**src/verilog/prl1_pkg.sv**
```systemverilog
// Purpose: Shared constants and types for the layer 1 defect supervisor
// Assumes: 125 MHz core clock, one frame-synchronous clock domain
// Notes: Timer figures in ms; cycle counts derived here
package prl1_pkg;
  localparam int unsigned CLK_HZ = 125000000;
  localparam int unsigned TICK_US = 1000;
  localparam int unsigned TICK_CYCLES = (CLK_HZ / 1000000) * TICK_US;
  localparam int unsigned LOSS_MS_MIN = 100;
  localparam int unsigned LOSS_MS_MAX = 1000;
  localparam int unsigned LOSS_MS_DEF = 500;
  localparam int unsigned RECOV_MS_MIN = 10;
  localparam int unsigned RECOV_MS_MAX = 100;
  localparam int unsigned RECOV_MS_DEF = 50;
  localparam int unsigned MS_W = 10;
  localparam int unsigned STAT_W = 8;
  localparam logic [1:0] ADDR_STATUS = 2'h0;
  localparam logic [1:0] ADDR_EVENT = 2'h1;
  localparam logic [1:0] ADDR_LOSS_CFG = 2'h2;
  localparam logic [1:0] ADDR_RECOV_CFG = 2'h3;
  localparam int unsigned BIT_PWR = 0;
  localparam int unsigned BIT_LOS = 1;
  localparam int unsigned BIT_LOF = 2;
  localparam int unsigned BIT_CRC = 3;
  localparam int unsigned BIT_RAI = 4;
  localparam int unsigned BIT_AIS = 5;
  localparam int unsigned BIT_ACT = 6;

  typedef struct packed {
    logic power_loss;
    logic signal_loss;
    logic align_loss;
    logic crc_block_error;
    logic block_done;
    logic remote_alarm_flag;
    logic all_ones;
  } prl1_rx_t;

  typedef struct packed {
    logic remote_alarm_flag;
    logic crc_report_valid;
    logic crc_report_bit;
  } prl1_tx_t;

  typedef enum logic [2:0] {
    PRL1_DOWN = 3'h1,
    PRL1_UP = 3'h2,
    PRL1_RECOV = 3'h4
  } prl1_state_t;
endpackage : prl1_pkg

```
**src/verilog/prl1_ms_tick.sv**
```systemverilog
// Purpose: 1 ms tick generator from the core clock
// Assumes: Clock enable freezes the count
// Notes: One-cycle pulse every DIV cycles
`timescale 1ns/1ns
module prl1_ms_tick #(
  parameter int unsigned DIV = prl1_pkg::TICK_CYCLES
) (
  input wire logic core_clk,
  input wire logic reset,
  input wire logic clk_en,
  output logic tick
);
  localparam int unsigned W = $clog2(DIV + 1);
  logic [W-1:0] cnt_reg;
  wire logic wrap = (cnt_reg == W'(DIV - 1));

  always_ff @(posedge core_clk) begin
    if (reset) begin
      cnt_reg <= '0;
      tick <= 1'b0;
    end else if (clk_en) begin
      cnt_reg <= wrap ? '0 : cnt_reg + W'(1);
      tick <= wrap;
    end
  end
endmodule : prl1_ms_tick

```
**src/verilog/prl1_persist_timer.sv**
```systemverilog
// Purpose: Millisecond persistence counter with hold and clear
// Assumes: Tick is a one-cycle pulse
// Notes: Expired is a level that holds until clear
`timescale 1ns/1ns
module prl1_persist_timer #(
  parameter int unsigned W = prl1_pkg::MS_W
) (
  input wire logic core_clk,
  input wire logic reset,
  input wire logic clk_en,
  input wire logic tick,
  input wire logic run,
  input wire logic clear,
  input wire logic [W-1:0] limit,
  output logic expired,
  output logic [W-1:0] count
);
  wire logic at_limit = (count >= limit);

  always_ff @(posedge core_clk) begin
    if (reset) begin
      count <= '0;
      expired <= 1'b0;
    end else if (clk_en) begin
      if (clear) begin
        count <= '0;
        expired <= 1'b0;
      end else if (run && tick && !at_limit) begin
        count <= count + W'(1);
        expired <= (count + W'(1)) >= limit;
      end
    end
  end
endmodule : prl1_persist_timer

```
**src/verilog/prl1_supervisor.sv**
```systemverilog
// Purpose: Layer 1 defect supervisor for a 2048 kbit/s primary rate user side
// Assumes: Framer and CRC checker upstream supply per-frame defect levels
// Notes: Registers over a plain strobe port, read data one cycle later
//
// Summary of operation
// - Detect power loss, incoming signal loss, alignment loss and CRC block errors.
// - Signal loss counts on its own only while alignment is still held.
// - Recognise received remote alarm flag and all-ones alarm signal.
// - Non-normal frames persisting for loss timer issue deactivate indication.
// - Normal frames persisting for recovery timer issue activate indication.
// - Loss timer pauses while recovery timer runs, resumes when it resets.
// - Loss timer clears when recovery timer expires.
// - Any non-normal reception clears the recovery timer.
// - Signal loss sends remote alarm; CRC reports only before alignment loss.
// - Alignment loss sends remote alarm and inhibits CRC reporting.
// - All-ones alarm sends remote alarm, no CRC reports, only after alignment loss.
// - CRC block errors send CRC reports, never remote alarm.
// - CRC reports continue for frames carrying remote alarm flag.
// - Outgoing alarm withdrawn as soon as conditions clear.
// - Remote alarm rides bit 3 of time slot 0 in non-alignment frames.
// - All-ones alarm is a 2048 kbit/s stream of ones.
// - CRC report bit is zero for errored block, one for clean block.
`timescale 1ns/1ns
module prl1_supervisor #(
  parameter int unsigned TICK_DIV = prl1_pkg::TICK_CYCLES,
  parameter int unsigned MS_W = prl1_pkg::MS_W
) (
  input wire logic core_clk,
  input wire logic reset,
  input wire logic clk_en,
  input wire prl1_pkg::prl1_rx_t rx_in,
  output prl1_pkg::prl1_tx_t tx_out,
  output logic layer1_activate_indication,
  output logic layer1_deactivate_indication,
  output logic layer1_active,
  input wire logic [1:0] reg_addr,
  input wire logic [15:0] reg_wdata,
  input wire logic reg_wr,
  input wire logic reg_rd,
  output logic [15:0] reg_rdata
);
  localparam logic [MS_W-1:0] LOSS_DEF = MS_W'(prl1_pkg::LOSS_MS_DEF);
  localparam logic [MS_W-1:0] RECOV_DEF = MS_W'(prl1_pkg::RECOV_MS_DEF);
  localparam logic [MS_W-1:0] LOSS_LO = MS_W'(prl1_pkg::LOSS_MS_MIN);
  localparam logic [MS_W-1:0] LOSS_HI = MS_W'(prl1_pkg::LOSS_MS_MAX);
  localparam logic [MS_W-1:0] RECOV_LO = MS_W'(prl1_pkg::RECOV_MS_MIN);
  localparam logic [MS_W-1:0] RECOV_HI = MS_W'(prl1_pkg::RECOV_MS_MAX);

  // Detected conditions; signal loss masked once alignment loss already covers it
  wire logic det_pwr = rx_in.power_loss;
  wire logic det_lof = rx_in.align_loss;
  wire logic det_los = rx_in.signal_loss && !rx_in.align_loss;
  wire logic det_crc = rx_in.block_done && rx_in.crc_block_error && !rx_in.align_loss;
  wire logic det_rai = rx_in.remote_alarm_flag && !rx_in.align_loss;
  // All-ones alarm only recognised after alignment loss has been declared
  wire logic det_ais = rx_in.all_ones && rx_in.align_loss;
  wire logic normal_frames = !(det_pwr || rx_in.signal_loss || det_lof || rx_in.all_ones);

  wire logic [prl1_pkg::STAT_W-1:0] status_now;
  logic [prl1_pkg::STAT_W-1:0] status_reg;
  logic [prl1_pkg::STAT_W-1:0] event_reg;
  logic [prl1_pkg::STAT_W-1:0] event_next;
  assign status_now[prl1_pkg::BIT_PWR] = det_pwr;
  assign status_now[prl1_pkg::BIT_LOS] = det_los;
  assign status_now[prl1_pkg::BIT_LOF] = det_lof;
  assign status_now[prl1_pkg::BIT_CRC] = det_crc;
  assign status_now[prl1_pkg::BIT_RAI] = det_rai;
  assign status_now[prl1_pkg::BIT_AIS] = det_ais;
  assign status_now[prl1_pkg::BIT_ACT] = layer1_active;
  assign status_now[prl1_pkg::STAT_W-1] = 1'b0;

  // Register decode
  wire logic wr_event = reg_wr && (reg_addr == prl1_pkg::ADDR_EVENT);
  wire logic wr_loss = reg_wr && (reg_addr == prl1_pkg::ADDR_LOSS_CFG);
  wire logic wr_recov = reg_wr && (reg_addr == prl1_pkg::ADDR_RECOV_CFG);
  wire logic [MS_W-1:0] wdata_ms = reg_wdata[MS_W-1:0];
  logic [MS_W-1:0] loss_cfg_reg;
  logic [MS_W-1:0] recov_cfg_reg;
  logic [MS_W-1:0] loss_lim_reg;
  logic [MS_W-1:0] recov_lim_reg;
  // Out-of-range writes are clamped so the timers always stay legal
  wire logic [MS_W-1:0] loss_wclamp = (wdata_ms < LOSS_LO) ? LOSS_LO :
                                      (wdata_ms > LOSS_HI) ? LOSS_HI : wdata_ms;
  wire logic [MS_W-1:0] recov_wclamp = (wdata_ms < RECOV_LO) ? RECOV_LO :
                                       (wdata_ms > RECOV_HI) ? RECOV_HI : wdata_ms;

  // Events: set on any flag change; write-one-to-clear, set wins
  genvar gi;
  generate
    for (gi = 0; gi < prl1_pkg::STAT_W; gi++) begin : g_evt
      assign event_next[gi] = (status_now[gi] != status_reg[gi]) ||
                              (event_reg[gi] && !(wr_event && reg_wdata[gi]));
    end
  endgenerate

  wire logic [15:0] rd_mux =
    (reg_addr == prl1_pkg::ADDR_STATUS) ? 16'(status_reg) :
    (reg_addr == prl1_pkg::ADDR_EVENT) ? 16'(event_reg) :
    (reg_addr == prl1_pkg::ADDR_LOSS_CFG) ? 16'(loss_cfg_reg) : 16'(recov_cfg_reg);

  always_ff @(posedge core_clk) begin
    if (reset) begin
      status_reg <= '0;
      event_reg <= '0;
      reg_rdata <= 16'h0000;
    end else if (clk_en) begin
      status_reg <= status_now;
      event_reg <= event_next;
      reg_rdata <= reg_rd ? rd_mux : 16'h0000;
    end
  end

  always_ff @(posedge core_clk) begin
    if (reset) begin
      loss_cfg_reg <= LOSS_DEF;
      recov_cfg_reg <= RECOV_DEF;
    end else if (clk_en) begin
      if (wr_loss) begin
        loss_cfg_reg <= loss_wclamp;
      end
      if (wr_recov) begin
        recov_cfg_reg <= recov_wclamp;
      end
    end
  end

  // Persistence timers and their controls
  wire logic ms_tick;
  wire logic loss_exp;
  wire logic recov_exp;
  wire logic [MS_W-1:0] loss_cnt;
  wire logic [MS_W-1:0] recov_cnt;
  // Loss timer runs only on non-normal reception, so it pauses while recovery runs
  wire logic loss_run = !normal_frames;
  wire logic loss_clear = recov_exp;
  wire logic recov_run = normal_frames;
  wire logic recov_clear = !normal_frames;

  // A new limit is picked up only while its timer is held clear, so a running
  // count never sees its end point move under it
  always_ff @(posedge core_clk) begin
    if (reset) begin
      loss_lim_reg <= LOSS_DEF;
      recov_lim_reg <= RECOV_DEF;
    end else if (clk_en) begin
      if (loss_clear) begin
        loss_lim_reg <= loss_cfg_reg;
      end
      if (recov_clear) begin
        recov_lim_reg <= recov_cfg_reg;
      end
    end
  end

  prl1_ms_tick #(
    .DIV(TICK_DIV)
  ) u_tick (
    .core_clk(core_clk),
    .reset(reset),
    .clk_en(clk_en),
    .tick(ms_tick)
  );

  prl1_persist_timer #(
    .W(MS_W)
  ) u_loss (
    .core_clk(core_clk),
    .reset(reset),
    .clk_en(clk_en),
    .tick(ms_tick),
    .run(loss_run),
    .clear(loss_clear),
    .limit(loss_lim_reg),
    .expired(loss_exp),
    .count(loss_cnt)
  );

  prl1_persist_timer #(
    .W(MS_W)
  ) u_recov (
    .core_clk(core_clk),
    .reset(reset),
    .clk_en(clk_en),
    .tick(ms_tick),
    .run(recov_run),
    .clear(recov_clear),
    .limit(recov_lim_reg),
    .expired(recov_exp),
    .count(recov_cnt)
  );

  // Outgoing maintenance bits; the framer places the alarm in the spare word
  wire logic send_ra = det_los || det_lof || det_ais;
  // Reports stop while alignment is lost, which also covers the all-ones case
  wire logic crc_report_ok = rx_in.block_done && !rx_in.align_loss;
  prl1_pkg::prl1_tx_t tx_next;
  assign tx_next = '{remote_alarm_flag: send_ra,
                     crc_report_valid: crc_report_ok,
                     crc_report_bit: crc_report_ok && !rx_in.crc_block_error};

  // Down: inactive; up: active and clean; recov: active, faults being timed
  prl1_pkg::prl1_state_t state_reg;
  prl1_pkg::prl1_state_t state_next;
  logic act_next;
  logic deact_next;

  always_comb begin
    state_next = state_reg;
    act_next = 1'b0;
    deact_next = 1'b0;
    unique case (state_reg)
      prl1_pkg::PRL1_DOWN: begin
        if (recov_exp) begin
          state_next = prl1_pkg::PRL1_UP;
          act_next = 1'b1;
        end
      end
      prl1_pkg::PRL1_UP: begin
        if (!normal_frames) begin
          state_next = prl1_pkg::PRL1_RECOV;
        end
      end
      prl1_pkg::PRL1_RECOV: begin
        if (loss_exp) begin
          state_next = prl1_pkg::PRL1_DOWN;
          deact_next = 1'b1;
        end else if (recov_exp) begin
          state_next = prl1_pkg::PRL1_UP;
        end
      end
      default: begin
        state_next = prl1_pkg::PRL1_DOWN;
      end
    endcase
  end

  // Alarm is registered once, so it drops the cycle after its cause clears
  always_ff @(posedge core_clk) begin
    if (reset) begin
      state_reg <= prl1_pkg::PRL1_DOWN;
      layer1_activate_indication <= 1'b0;
      layer1_deactivate_indication <= 1'b0;
      layer1_active <= 1'b0;
      tx_out <= '0;
    end else if (clk_en) begin
      state_reg <= state_next;
      layer1_activate_indication <= act_next;
      layer1_deactivate_indication <= deact_next;
      layer1_active <= (state_next != prl1_pkg::PRL1_DOWN);
      tx_out <= tx_next;
    end
  end

  property p_ra_los;
    @(posedge core_clk) disable iff (reset)
    clk_en && det_los |=> tx_out.remote_alarm_flag;
  endproperty
  a_ra_los: assert property (p_ra_los) else $error("alarm missing on signal loss");

  property p_ra_lof;
    @(posedge core_clk) disable iff (reset)
    clk_en && det_lof |=> tx_out.remote_alarm_flag;
  endproperty
  a_ra_lof: assert property (p_ra_lof) else $error("alarm missing on align loss");

  property p_ra_ais;
    @(posedge core_clk) disable iff (reset)
    clk_en && det_ais |=> tx_out.remote_alarm_flag;
  endproperty
  a_ra_ais: assert property (p_ra_ais) else $error("alarm missing on all-ones");

  property p_no_crc_lof;
    @(posedge core_clk) disable iff (reset)
    clk_en && rx_in.align_loss |=> !tx_out.crc_report_valid;
  endproperty
  a_no_crc_lof: assert property (p_no_crc_lof) else $error("report during align loss");

  property p_crc_err;
    @(posedge core_clk) disable iff (reset)
    clk_en && det_crc |=> tx_out.crc_report_valid && !tx_out.crc_report_bit;
  endproperty
  a_crc_err: assert property (p_crc_err) else $error("errored block not reported");

  property p_crc_clean;
    @(posedge core_clk) disable iff (reset)
    clk_en && crc_report_ok && !rx_in.crc_block_error |=>
      tx_out.crc_report_valid && tx_out.crc_report_bit;
  endproperty
  a_crc_clean: assert property (p_crc_clean) else $error("clean block misreported");

  property p_ra_drop;
    @(posedge core_clk) disable iff (reset)
    clk_en && !send_ra |=> !tx_out.remote_alarm_flag;
  endproperty
  a_ra_drop: assert property (p_ra_drop) else $error("alarm held without cause");

  property p_act_cause;
    @(posedge core_clk) disable iff (reset)
    layer1_activate_indication |-> $past(recov_exp) && layer1_active;
  endproperty
  a_act_cause: assert property (p_act_cause) else $error("activate without recovery");

  property p_deact_cause;
    @(posedge core_clk) disable iff (reset)
    layer1_deactivate_indication |-> $past(loss_exp) && !layer1_active;
  endproperty
  a_deact_cause: assert property (p_deact_cause) else $error("deactivate without loss");

  property p_ind_excl;
    @(posedge core_clk) disable iff (reset)
    !(layer1_activate_indication && layer1_deactivate_indication);
  endproperty
  a_ind_excl: assert property (p_ind_excl) else $error("both indications at once");

  property p_loss_hold;
    @(posedge core_clk) disable iff (reset)
    clk_en && normal_frames && !recov_exp |=> $stable(loss_cnt);
  endproperty
  a_loss_hold: assert property (p_loss_hold) else $error("loss timer not paused");

  property p_loss_clear;
    @(posedge core_clk) disable iff (reset)
    clk_en && recov_exp |=> (loss_cnt == '0) && !loss_exp;
  endproperty
  a_loss_clear: assert property (p_loss_clear) else $error("loss timer not cleared");

  property p_recov_clear;
    @(posedge core_clk) disable iff (reset)
    clk_en && !normal_frames |=> (recov_cnt == '0) && !recov_exp;
  endproperty
  a_recov_clear: assert property (p_recov_clear) else $error("recovery timer not cleared");
endmodule : prl1_supervisor

```
**config.mk**
```make
export PLATFORM = sky130hd
export DESIGN_NAME = prl1_supervisor
export DESIGN_NICKNAME = d
export VERILOG_FILES = /design/src/verilog/prl1_pkg.sv /design/src/verilog/prl1_ms_tick.sv /design/src/verilog/prl1_persist_timer.sv /design/src/verilog/prl1_supervisor.sv
export SDC_FILE = /design/constraint.sdc
export NUM_CORES = 1
export LEC_CHECK = 0
export BUFFER_PORTS_ARGS = -buffer_cell sky130_fd_sc_hd__buf_2
export CAP_MARGIN = 40
export CELL_PAD_IN_SITES_DETAIL_PLACEMENT = 0
export CELL_PAD_IN_SITES_GLOBAL_PLACEMENT = 1
export CORE_MARGIN = 2
export CORE_UTILIZATION = 41
export DETAILED_ROUTE_END_ITERATION = 8
export PLACE_DENSITY_LB_ADDON = 0.1
export SLEW_MARGIN = 40
export SYNTH_ARGS = -nofsm -noshare
export SYNTH_HDL_FRONTEND = slang
export SYNTH_HIERARCHICAL = 1
export SYNTH_SLANG_ARGS = --single-unit
export TNS_END_PERCENT = 10
```
**constraint.sdc**
```tcl
create_clock -name core_clk -period 2.05 [get_ports core_clk]
set_input_delay 0.205 -clock core_clk [delete_from_list [all_inputs] [get_ports core_clk]]
set_output_delay 0.205 -clock core_clk [all_outputs]
set_load 0.03 [all_outputs]
```
==> results.md, run 1 <==
* CTS Hold Bufs at 0
* Endpoints failing hold at 0
* YS warnings at 6
* EDFF count, synth at 0
* Max-slew violations at 0
* Power density cells at 722 nW/um^2
* Slew @ Worst Pin at 0.838 ns
* Die Y at 129 microns
* Mapped Cells at 742
* Hold_sp: rx_in[3]
* CTS tree: yes
* DR vias/cell at 5.43
* Boundary Pins at 52
* Max reg flops at 17
* XOR/XNOR Fraction of Synth Area at 0.0494
* Area growth syn-to-layout at 25.9%
* Critical path, cell by cell: ha_4 -> and3_4 -> buf_4 -> xnor2_2 -> inv_1 -> ha_1 -> a21oi_1 -> a21oi_2 -> a211oi_2 -> o22ai_1
* Ys async rst share at 0
* Mapped cell area at 6380 sq um
* Setup CP Type: flop to flop
* Reg2reg end: u_loss/expired
* Layout cells sized above 1 at 0.240
* Synth Area in Compound Gates at 0.170
* Design area at 8040 sq um
* Sequential fraction of the synthesis area at 0.358
* Area of the core at 15200 sq um
* Post-Layout Cell Count at 1029
* Die Wd at 129 microns
* Post-Synth Simple-Gate Area at 0.230
* CTS root buf: clkbuf_16
* Commonest non-fill, non-tap cells in the layout: dfxtp_1 (107), nor2_1 (73), nand2_1 (65)
* Max_cap viols at 0
* Crit path from: u_loss/count[1]
* Main combinational cell family by area after synthesis: simple AND/OR/NAND/NOR gates
* Count of cell types in the netlist at 66
* Initial antenna violation count at 0
* DP Cell Count at 984
* RSZ-0062 raised after global routing: yes
* PortBufs at 39
* Outcome: finished, violations left
* Adder-cell area share of the yosys netlist at 0.0843
* Leakage at 3.33 nW
* Inserted Diodes at 0
* Routed Antenna Nets at 0
* Worst Setup End Kind: flop
* Violated checks: negative setup slack
* Nets at 901
* Largest net degree at the start of global routing at 49
* CP arrival at 2.35 ns
* Post-DP HPWL at 11700 microns
* Worst r2r path cells at 10
* VDD IR-drop max at 0.000581 V
* Cell row count at 45
* Mux cell area share after synthesis at 0.0470
* WHS Endpoint: status_reg[3]
* DRT Pass-1 Iters at 4
* Residual DRC at 0
* Flops & latches, synth at 114
* Fmax at 483 MHz
* Ys flop type: dfxtp_1
* Worst-path fanout max at 4
* Fin util at 0.529
* GRT Overall Usage at 0.200
* Vias in the first global route at 5374
* Setup violations, final at 1
* Buf/Inv on CP at 2
* Slew HR at 0.441
* DR WL/cell at 15.9 microns
* Worst min path class: input pin to flop
* RR Startpoint: u_loss/count[1]
* Htree depth at 4
* Starting Density at 0.420
* Min cycle time layout at 2.07 ns
* Slowest stage delay, CP at 0.36 ns
* Placed Area at 7030 sq um
* Commonest non-fill, non-tap cell in the layout: dfxtp_1
* CTS max path bufs at 2
* Syn_area_per_cell at 8.60 sq um
* Clk sinks at 114
* CP delay by family, top: compound AO/OA/AOI/OAI gates
* Slowest CP cell: dfxtp_4
* Critical Path RT at 2.33 ns
* Crit path setup slack, layout at -0.0189 ns
* Clock transition at path regs at 0.06 ns
* Reg-to-reg slack, setup at -0.02 ns
* First DRT Iteration DRCs at 279
* Die footprint at 16600 sq um
* Drt total wl at 16400 microns
* Via count at 5588
* Clk_skew at 0.00725 ns
* Inserted Clock Buffers at 17
* Routability cong. at 0.815
* Worst-Skew Late Latency at 0.41 ns
* First-pass GRT wire length at 26500 microns
* Tcrit/Tclk final at 1.01
* Hold path depth at 3
* GRT overflow at 0
* Design Power at 5.81 mW
* Startpoint class of the critical path: flop
## logic make-up (layout without fill, tap and decap cells)
logic type / count (synthesis) / after routing
mux: 21 / 21
simple gates: 280 / 280
fa+ha+maj: 43 / 43
xor+xnor: 36 / 36
other cells: 1 / 6
buf+inv: 92 / 186
flops: 114 / 114
compound gates: 155 / 155
## worst min-delay path, cell delays in order
cell and delay, ns:
buf_2 0.10, a31oi_1 0.08, nor2_1 0.07
## final cells by class
cell class,count,area [sq um]
fill,1413,7170
multi-input combinational,541,4040
sequential,114,2300
timing repair buffer,100,668
clock buffer,18,429
tap,188,235
inverter,54,203
clock inverter,14,164
## synth_stat cells (all sizes together) (10+ instances only)
| cell | number | area (sq um) |
|---|---|---|
| a211oi | 11 | 108 |
| a21oi | 47 | 235 |
| and3 | 12 | 75.1 |
| buf | 19 | 118 |
| clkbuf | 19 | 73.8 |
| dfxtp | 114 | 2280 |
| ha | 43 | 538 |
| inv | 54 | 203 |
| mux2i | 12 | 120 |
| nand2 | 68 | 258 |
| nand2b | 15 | 93.8 |
| nand3 | 16 | 80.1 |
| nand3b | 10 | 75.1 |
| nand4 | 15 | 115 |
| nor2 | 77 | 292 |
| nor2b | 16 | 100 |
| nor3b | 11 | 82.6 |
| nor4 | 12 | 90.1 |
| o211ai | 10 | 85.1 |
| o21ai | 12 | 60.1 |
| o22ai | 13 | 81.3 |
| xnor2 | 25 | 219 |
| xor2 | 11 | 96.3 |
## metal layers
layer / up-vias / global-route usage / share of wire
met5: - / 0 / 0
met3: 22 / 0.0345 / 0.026
met4: 0 / 0.0620 / 0.015
met1: 2682 / 0.268 / 0.49
met2: 78 / 0.331 / 0.47
li1: 2806 / - / -
## worst max-delay path by stage
stage | to | slack [ns] | depth (start not counted)
after floorplan | u_recov/expired | -0.03 | 12
after global placement | u_recov/expired | -0.04 | 12
after detailed placement | u_loss/expired | -0.11 | 12
after CTS | u_loss/expired | -0.1 | 12
after global routing | u_loss/expired | -0.12 | 10
final | u_loss/expired | -0.02 | 10
## repair_timing
action,in CTS,in global routing
gates resized for setup,8,50
pin swaps,6,24
setup buffers,10,3
endpoints found under the setup margin,2,22
## through the flow
stage / hold slack (ns) / TNS [ns] / setup slack [ns]
floorplan: 0.277 / -0.0277 / -0.0277
global placement: 0.444 / -0.0578 / -0.0379
detailed placement: 0.450 / -0.170 / -0.106
CTS: 0.0556 / -0.213 / -0.0989
global route: 0.0839 / -0.198 / -0.120
finish: 0.0711 / -0.0189 / -0.0189
## power by group
part           internal [mW]  switching (mW)
clock                   1.90            1.08
sequential              2.27          0.0493
combinational          0.198           0.298
(Power assumes the default switching activity.)
==> run 2, diff against run 1 <==
GPL_TIMING_DRIVEN = 0   (was not set)
==> results.md, run 2 (synthesized netlist as in run 1, its figures left out) <==
* Outcome: finished, violations left (unchanged)
* Violated checks: negative setup slack (unchanged)
* Leakage at 3.26 nW (was 3.33 nW)
* Tcrit/Tclk final at 1.06 (was 1.01)
* Commonest non-fill, non-tap cell in the layout: dfxtp_1 (unchanged)
* CTS root buf: clkbuf_16 (unchanged)
* Met1 Use GR at 0.284 (was 0.268)
* Clk_skew at 0.00493 ns (was 0.00725 ns)
* Reg2reg end: u_recov/expired (was u_loss/expired)
* Clk sinks at 114 (unchanged)
* CP arrival at 2.45 ns (was 2.35 ns)
* Hold path depth at 2 (was 3)
* Endpoints failing hold at 0 (unchanged)
* Area of the core at 15200 sq um (unchanged)
* CTS tree: yes (unchanged)
* Vias in the first global route at 5620 (was 5374)
* Slew @ Worst Pin at 0.659 ns (was 0.838 ns)
* Residual DRC at 0 (unchanged)
* Nets at 902 (was 901)
* Worst r2r path cells at 11 (was 10)
* DRT Pass-1 Iters at 6 (was 4)
* Worst hold margin at 0.0652 ns (was 0.0711 ns)
* Fmax at 462 MHz (was 483 MHz)
* Max_cap viols at 0 (unchanged)
* Setup violations, final at 2 (was 1)
* Critical Path RT at 2.33 ns (about the same)
* CTS max path bufs at 2 (unchanged)
* Worst Setup End Kind: flop (unchanged)
* GRT overflow at 0 (unchanged)
* Hold_sp: reg_wdata[7] (was rx_in[3])
* Post-DP HPWL at 12300 microns (was 11700 microns)
* Worst-path fanout max at 5 (was 4)
* Area growth syn-to-layout at 24.6% (was 25.9%)
* Max reg flops at 17 (unchanged)
* Routability cong. at 0.891 (was 0.815)
* Worst min path class: input pin to flop (unchanged)
* Largest net degree at the start of global routing at 22 (was 49)
* Via count at 5655 (was 5588)
* Met2 usage in global routing at 0.349 (was 0.331)
* Drt total wl at 17200 microns (was 16400 microns)
* Die Y at 129 microns (unchanged)
* GRT Overall Usage at 0.215 (was 0.200)
* Die Wd at 129 microns (unchanged)
* Fin util at 0.523 (was 0.529)
* Routed Antenna Nets at 0 (unchanged)
* Inserted Diodes at 0 (unchanged)
* Dpl ws at -0.483 ns (was -0.106 ns)
* Inserted Clock Buffers at 17 (unchanged)
* Commonest non-fill, non-tap cells in the layout: dfxtp_1 (102), nor2_1 (73), nand2_1 (65) (was dfxtp_1 (107), nor2_1 (73), nand2_1 (65))
* Boundary Pins at 52 (unchanged)
* Gr busiest metal: met2 (unchanged)
* Crit path setup slack, layout at -0.115 ns (was -0.0189 ns)
* Worst-Skew Late Latency at 0.41 ns (about the same)
* Design area at 7950 sq um (was 8040 sq um)
* Slew HR at 0.561 (was 0.441)
* Post-Layout Cell Count at 1029 (unchanged)
* DR WL/cell at 16.7 microns (was 15.9 microns)
* Max-slew violations at 0 (unchanged)
* DR vias/cell at 5.50 (was 5.43)
* Htree depth at 4 (unchanged)
* Min cycle time layout at 2.17 ns (was 2.07 ns)
* Setup CP Type: flop to flop (unchanged)
* PortBufs at 37 (was 39)
* Reg-to-reg slack, setup at -0.12 ns (was -0.02 ns)
* First DRT Iteration DRCs at 332 (was 279)
* Cell row count at 45 (unchanged)
* Starting Density at 0.420 (unchanged)
* RR Startpoint: u_recov/count[0] (was u_loss/count[1])
* Layout cells sized above 1 at 0.229 (was 0.240)
* Fillers at 1469 (was 1413)
* WHS Endpoint: event_reg[7] (was status_reg[3])
* Design Power at 5.73 mW (was 5.81 mW)
* Clock transition at path regs at 0.05 ns (was 0.06 ns)
* RSZ-0062 raised after global routing: yes (unchanged)
* Startpoint class of the critical path: flop (unchanged)
* VDD IR-drop max at 0.000526 V (was 0.000581 V)
* Power density cells at 721 nW/um^2 (was 722 nW/um^2)
* Setup TNS after final layout at -0.123 ns (was -0.0189 ns)
* Placed Area at 6870 sq um (was 7030 sq um)
* DP Cell Count at 972 (was 984)
* Die footprint at 16600 sq um (unchanged)
* M3 GR Usage at 0.0407 (was 0.0345)
* Initial antenna violation count at 0 (unchanged)
* First-pass GRT wire length at 28000 microns (was 26500 microns)
-- run 2: cell types whose count changed in the layout (fill, tap and decap cells not counted), sizes merged --
cell | before | now
clkbuf | 18 | 38
buf | 100 | 84
bufinv | 3 | 2
clkinv | 7 | 6
clkinvlp | 3 | 2
inv | 55 | 54
-- run 2: per-layer routing --
metal | routed length (microns) | up-vias
met5 | 0 | -
met1 | 8240 | 2713
met3 | 547 | 21
met4 | 316 | 0
met2 | 8120 | 101
li1 | - | 2820
-- run 2: worst max-delay path by stage --
stage	start	end	slack, ns	cells past startpoint
final	u_recov/count[0]	u_recov/expired	-0.12	11
after global routing	u_recov/count[0]	u_recov/expired	-0.23	10
after CTS	u_recov/count[0]	u_recov/expired	-0.12	12
after detailed placement	u_recov/count[4]	u_recov/expired	-0.48	11
after global placement	u_recov/count[4]	u_recov/expired	-0.49	11
after floorplan	u_recov/count[2]	u_recov/expired	-0.03	12
-- run 2: cell type report --
type	instances	area [sq um]	area share
buffer	37	196	0.0247
multi-input combinational	541	4020	0.505
clock inverter	10	109	0.0137
tap	188	235	0.0296
sequential	114	2310	0.291
timing repair buffer	64	404	0.0508
inverter	54	203	0.0255
clock buffer	21	470	0.0592
-- run 2: critical path, cell delays in order, from the launching register on --
cell,delay (ns)
dfxtp_4,0.38
ha_4,0.15
and3_4,0.19
nand3_4,0.10
buf_4,0.17
xnor2_1,0.12
ha_1,0.30
and4_4,0.20
nand2_2,0.06
a21oi_2,0.04
a211oi_2,0.23
o22ai_1,0.09
-- run 2: timing repair --
action / in CTS / in global routing
pin swaps: 18 / 23
gates resized for setup: 38 / 29
buffers inserted: 16 / 11
endpoints found under the setup margin: 31 / 32
hold buffers: 0 / 0
-- run 2: report_power, final --
group          internal, mW  switching, mW
combinational         0.192          0.295
sequential             2.27         0.0683
clock                  1.87           1.04
